$ cat src/strap_latch_regs.vh
/*
 * Strap capture constants: field positions, reset values and strap defaults.
 * Assumes inclusion by the strap latch module only; definitions only.
 */
`ifndef STRAP_LATCH_REGS_VH
`define STRAP_LATCH_REGS_VH

`define ADDR_DEFAULT 5'h01
`define ADDR_UPPER_ZERO 2'h0
`define MODE_NORMAL_MII 3'h0
`define MODE_BACK_TO_BACK 3'h6
`define CTL0_ISOLATE_BIT 10
`define CTL0_AUTONEG_BIT 12
`define CTL0_DUPLEX_BIT 8
`define CTL16_WAKE_BIT 15
`define CTL16_BCAST_OFF_BIT 9
`define CTL0_RESET 16'h1100
`define CTL16_RESET 16'h0000
`define BCAST_ADDR 5'h00

`endif

$ cat src/phy_strap_latch.v
/*
 * Strap capture for a 10/100 transceiver: samples straps at reset release,
 * seeds control register bits, decodes address and interface mode.
 * Assumes straps are board-level levels held stable around reset release and
 * a register write port from the management logic on the same clock.
 * Straps must hold for at least four clocks before release to pass the filter.
 * Writes that land in the capture cycle are dropped; the straps win there.
 */
// How it works
// - Three low address straps captured at reset release, any value 0 to 7.
// - Unfitted straps bias the address to 1 by default.
// - Address 0 answers as broadcast alongside own address by default.
// - Broadcast-off strap or writing register 16h bit 9 makes address 0 unique.
// - Address bits 4:3 fixed at zero.
// - Mode strap latched: 000 normal MII, 110 back-to-back, others reserved.
// - Wake enable strap copied into register 16h bit 15.
// - Isolate strap copied into register 0h bit 10.
// - Duplex strap copied into register 0h bit 8; high means half duplex.
// - Auto-negotiation strap copied into register 0h bit 12.
// - Test-tree strap latched; low enables pin-continuity test mode.
// - Strap pins are inputs during reset, outputs afterwards.
`timescale 1ns/100ps
`include "strap_latch_regs.vh"

module phy_strap_latch
(
    input wire mclk,
    input wire srst,
    // Board straps, asynchronous levels
    input wire [2:0] strapMgmtAddress,
    input wire [2:0] strapMode,
    input wire wakeOutputEnableStrap,
    input wire isolateStrap,
    input wire duplexStrap,
    input wire autonegEnableStrap,
    input wire broadcastDisableStrap,
    input wire testTreeStrap_n,
    // Register writes and access address, same clock
    input wire [15:0] ctl0WrData,
    input wire ctl0WrEn,
    input wire [15:0] ctl16WrData,
    input wire ctl16WrEn,
    input wire [4:0] accessAddress,
    // Pin direction, captured settings and decoded flags
    output wire strapPinOutEn,
    output wire [4:0] latchedMgmtAddress,
    output wire [2:0] interfaceMode,
    output wire modeBackToBack,
    output wire modeReserved,
    output wire [15:0] ctl0,
    output wire [15:0] ctl16,
    output wire isolateMode,
    output wire fullDuplex,
    output wire autonegEnable,
    output wire wakeOutputEnable,
    output wire broadcastEnable,
    output wire testTreeMode,
    output wire addressMatch
);

    // Straps come from pins: three-stage sync, accept when stages 2 and 3 agree
    localparam SW = 12;
    wire [SW-1:0] strapRaw = {testTreeStrap_n, broadcastDisableStrap,
        autonegEnableStrap, duplexStrap,
        isolateStrap, wakeOutputEnableStrap,
        strapMode, strapMgmtAddress};
    // Three-stage filter registers
    reg [SW-1:0] sync1_q;
    reg [SW-1:0] sync2_q;
    reg [SW-1:0] sync3_q;
    reg [SW-1:0] stable_q;

    // Captured state and its next value
    reg srstDly_q;
    reg [2:0] addr_q;
    reg [2:0] mode_q;
    reg bcastOff_q;
    reg testTree_q;
    reg [15:0] ctl0_q;
    reg [15:0] ctl16_q;
    reg [2:0] addr_d;
    reg [2:0] mode_d;
    reg bcastOff_d;
    reg testTree_d;
    reg [15:0] ctl0_d;
    reg [15:0] ctl16_d;

    // Decoded flags held in flops
    reg modeB2b_q;
    reg modeRsv_q;
    reg fullDuplex_q;
    reg bcastEn_q;
    reg testTreeMode_q;

    function isUnique;
        input strapOff;
        input [15:0] reg16;
        begin
            isUnique = strapOff | reg16[`CTL16_BCAST_OFF_BIT];
        end
    endfunction

    function isBackToBack;
        input [2:0] mode;
        begin
            isBackToBack = (mode == `MODE_BACK_TO_BACK);
        end
    endfunction

    function addrMatches;
        input [4:0] target;
        input [4:0] own;
        input bcastOn;
        begin
            addrMatches = (target == own) | (bcastOn & (target == `BCAST_ADDR));
        end
    endfunction

    genvar i;
    generate
        for (i = 0; i < SW; i = i + 1)
        begin : gSync
            // Per-bit filter; a bit still bouncing at release keeps its old value
            always @(posedge mclk)
            begin
                sync1_q[i] <= strapRaw[i];
                sync2_q[i] <= sync1_q[i];
                sync3_q[i] <= sync2_q[i];
                if (sync2_q[i] == sync3_q[i])
                    stable_q[i] <= sync3_q[i];
            end
        end
    endgenerate

    // Capture on the first edge after release; pins read only as inputs in reset
    always @*
    begin
        addr_d = addr_q;
        mode_d = mode_q;
        bcastOff_d = bcastOff_q;
        testTree_d = testTree_q;
        ctl0_d = ctl0_q;
        ctl16_d = ctl16_q;
        if (srst)
        begin
            addr_d = 3'h1;
            mode_d = `MODE_NORMAL_MII;
            bcastOff_d = 1'b0;
            testTree_d = 1'b1;
            ctl0_d = `CTL0_RESET;
            ctl16_d = `CTL16_RESET;
        end
        else if (srstDly_q)
        begin
            addr_d = stable_q[2:0];
            mode_d = stable_q[5:3];
            bcastOff_d = stable_q[10];
            testTree_d = stable_q[11];
            ctl0_d = `CTL0_RESET;
            ctl0_d[`CTL0_ISOLATE_BIT] = stable_q[7];
            ctl0_d[`CTL0_DUPLEX_BIT] = stable_q[8];
            ctl0_d[`CTL0_AUTONEG_BIT] = stable_q[9];
            ctl16_d = `CTL16_RESET;
            ctl16_d[`CTL16_WAKE_BIT] = stable_q[6];
        end
        else
        begin
            // Later writes only; straps not resampled until next release
            if (ctl0WrEn)
            begin
                ctl0_d = ctl0WrData;
            end
            if (ctl16WrEn)
            begin
                ctl16_d = ctl16WrData;
            end
        end
    end

    always @(posedge mclk)
    begin
        srstDly_q <= srst;
        addr_q <= addr_d;
        mode_q <= mode_d;
        bcastOff_q <= bcastOff_d;
        testTree_q <= testTree_d;
        ctl0_q <= ctl0_d;
        ctl16_q <= ctl16_d;

        // Flags from next state, so they change on the same edge as the image
        modeB2b_q <= isBackToBack(mode_d);
        modeRsv_q <= ~isBackToBack(mode_d) & (mode_d != `MODE_NORMAL_MII);
        fullDuplex_q <= ~ctl0_d[`CTL0_DUPLEX_BIT];
        bcastEn_q <= ~isUnique(bcastOff_d, ctl16_d);
        testTreeMode_q <= ~testTree_d;
    end

    assign strapPinOutEn = ~srst & ~srstDly_q;
    assign latchedMgmtAddress = {`ADDR_UPPER_ZERO, addr_q};
    assign interfaceMode = mode_q;
    assign modeBackToBack = modeB2b_q;
    assign modeReserved = modeRsv_q;
    assign ctl0 = ctl0_q;
    assign ctl16 = ctl16_q;
    assign isolateMode = ctl0_q[`CTL0_ISOLATE_BIT];
    assign fullDuplex = fullDuplex_q;
    assign autonegEnable = ctl0_q[`CTL0_AUTONEG_BIT];
    assign wakeOutputEnable = ctl16_q[`CTL16_WAKE_BIT];
    assign broadcastEnable = bcastEn_q;
    assign testTreeMode = testTreeMode_q;
    // Own address always answers; address 0 also answers while broadcast is on
    assign addressMatch = addrMatches(accessAddress, latchedMgmtAddress, bcastEn_q);

endmodule // phy_strap_latch

$ cat config.mk
export PLATFORM = sky130hd
export DESIGN_NAME = phy_strap_latch
export DESIGN_NICKNAME = d
export VERILOG_FILES = /design/src/phy_strap_latch.v
export VERILOG_INCLUDE_DIRS = /design/src /design/src/src
export SDC_FILE = /design/constraint.sdc
export NUM_CORES = 1
export LEC_CHECK = 0
export ABC_AREA = 1
export BUFFER_PORTS_ARGS = -buffer_cell sky130_fd_sc_hd__buf_2
export CORE_ASPECT_RATIO = 1.1
export CORE_MARGIN = 2
export CORE_UTILIZATION = 53
export DETAILED_ROUTE_END_ITERATION = 8
export PLACE_DENSITY = 0.81
export SYNTH_ARGS = -nofsm -noshare
export SYNTH_HDL_FRONTEND = slang
export SYNTH_SLANG_ARGS = --single-unit
$ cat constraint.sdc
create_clock -name mclk -period 2.6 [get_ports mclk]
set_input_delay 0.13 -clock mclk [delete_from_list [all_inputs] [get_ports mclk]]
set_output_delay 0.13 -clock mclk [all_outputs]
set_load 0.01 [all_outputs]
==> impl_results.md <==
* Status: finished clean
* Die ar. at 6400 um^2
* Post-synth top area cell: dfxtp_1
* Crit path cell chain: nor2_4 > buf_2
* Unrepaired setup endpoints after global routing: false
* FF+latch count, synth at 94
* P per Cell Area at 708 nW/um^2
* Final HPWL DP at 3960 um
* Share of post-route cells with drive strength above 1 at 0.350
* Crit end category: primary output
* Avg Synthesized Cell Area at 10.4 um^2
* Synth top area share at 0.537
* Post-route antenna net violation count at 0
* Clock sink count at 94
* Layout Area Growth over Synthesis at 27.8%
* Final setup vio count at 0
* Top cells by area, synth: dfxtp_1 (54%), edfxtp_1 (12%), nand2_1 (11%)
* CTS clk-pin slew, worst paths at 0.10 ns
* Placed cell count at 457
* Largest stage delay on the critical path at 0.70 ns
* Via density at 4.58
* DRT Wirelength at 5750 um
* Register area at 2000 um^2
* Fmax achieved at 0.681 GHz
* CP Class: flop to primary output
* LEAKAGE at 1.81 nW
* Seq/Total Area, Yosys at 0.654
* Clock tree buffer depth at 2
* Antenna Cells at 0
* Total GRT Usage at 0.196
* Final period util at 0.565
* CTS buffer count at 9
* Grt total ovfl at 0
* GPL Wtd Cong at 0.759
* Startpoint types: flop
* Most common cell after layout, fill and taps aside: buf_2
* Number of global-route vias before repair at 2,218
* Drt wl/cell at 11.7 um
* CP required at 2.47 ns
* Worst hold path class: input port to flop
* Yosys warnings at 0
* Fin nets at 462
* Unique masters post-synth at 24
* H-Tree Depth at 3
* Non-Filler Instances at 491
* CTS Hold Bufs at 18
* Clk_skew at 0.0110 ns
* Post-CTS Setup Bufs at 0
* Die Y at 83.7 um
* Largest net degree at the start of global routing at 29
* CTS tree: built
* Slew headroom at 0.614
* DRC violations left at 0
* Cell family with most CP delay: flip-flops
* Final Critical Period at 1.47 ns
* Filler cells at 459
* Number of vias in the routed layout at 2,250
* Max FO, Critical Path at 16
* Fin. Hold Viols at 0
* Peak VDD IR at 0.000480 V
* Maxcap violations at 0
* Mapped Cells at 295
* # IOs at 103
* Clk_lat worst skew at 0.36 ns
* Pre-antenna DRT Iters at 4
* Area of the multi-input gates at 846 um^2
* CTS root buffer: clkbuf_8
* I/O Buffers at 100
* CP Buf/Inv Count at 1
* Slowest cell on crit path: dfxtp_1
* Initial antenna violation count at 0
* CTS resizes at 0
* Width of the die at 76.4 um
* # rows at 29
* Netlist Area Pre-Place at 3060 um^2
* Commonest cells after routing, fill and taps aside: buf_2 (100), nand2_1 (86), dfxtp_1 (82)
* Slew @ Worst Pin at 0.578 ns
* DR iter-0 viols at 95
* Slew Limit Fails at 0
* CP arrival at 1.34 ns
* Setup TNS Final at 0 ns
* Core area at 5660 um^2
* Starting Density at 0.540
* First-pass GRT wire length at 9670 um
logic make-up (layout without fill, tap and decap cells):
kind of cell / after synthesis / count (layout) / synth area share
and+or+nand+nor: 111 / 111 / 0.146
DFF: 94 / 94 / 0.654
AOI/OAI and AO/OA: 40 / 40 / 0.0937
buffers and inverters: 37 / 155 / 0.0703
xor gates and xnor gates: 12 / 12 / 0.0344
other: 1 / 2 / 0.00123
through the flow:
step	cell area, um^2	setup slack (ns)	utilization	hold WS, ns	power (mW)
floorplan	3060	1.61	-	0.158	1.76
global placement	3530	1.23	0.624	0.232	1.84
detailed placement	3530	1.19	0.624	0.234	1.85
CTS	3910	1.09	0.691	0.000326	2.79
global route	3910	0.994	0.691	0.0169	2.90
finish	3910	1.13	0.691	0.0191	2.77
state kept, by name, indices dropped and copies added (netlist names):
name             flops
fullDuplex           1
sync1_q             12
srstDly_q            1
sync3_q             12
sync2_q             12
addr_q               3
stable_q            12
ctl0                16
testTreeMode         1
ctl16               16
broadcastEnable      1
testTree_q           1
modeReserved         1
interfaceMode        3
modeBackToBack       1
bcastOff_q           1
path summary, 6_finish.rpt:
path                                startpoint         endpoint  slack, ns  cells after the start
worst max register to register       srstDly_q  broadcastEnable       1.18                      6
worst min register to register      sync1_q[9]       sync2_q[9]       0.33                      0
worst max-delay path                 srstDly_q    strapPinOutEn       1.13                      2
worst min-delay path            ctl0WrData[13]         ctl0[13]       0.02                      3
routing by layer:
metal	track usage	wire (um)	vias up
li1	-	-	1152
met2	0.335	2890	80
met3	0.0639	403	12
met5	0	0	-
met1	0.215	2290	1006
met4	0.106	163	0
synth_stat cells:
cell	instances
a21oi_1	10
a21oi_2	20
a31oi_1	1
buf_2	4
buf_4	7
buf_6	5
clkinv_1	1
conb_1	1
dfxtp_1	82
edfxtp_1	12
inv_1	15
inv_2	2
inv_4	3
nand2_1	86
nand3_1	8
nand4_1	2
nor2_1	11
nor2_2	2
nor2_4	1
o21a_4	1
o21ai_0	4
o21ai_1	4
or2_0	1
xnor2_1	12
power by group:
part,total (mW),switching [mW],internal [mW]
clock,0.931,0.554,0.377
combinational,0.243,0.128,0.115
sequential,1.59,0.0417,1.55
tightest hold or removal path, stage by stage:
cell and delay [ns]:
buf_2 0.10, nand2_1 0.05, a21oi_1 0.06
area by class of cell:
class	count	share of cell area
clock buffer	9	0.0317
clock inverter	7	0.0192
inverter	21	0.0221
multi-input combinational	165	0.216
sequential	94	0.512
tap	77	0.0246
timing repair buffer	118	0.174
(Power assumes the default switching activity.)
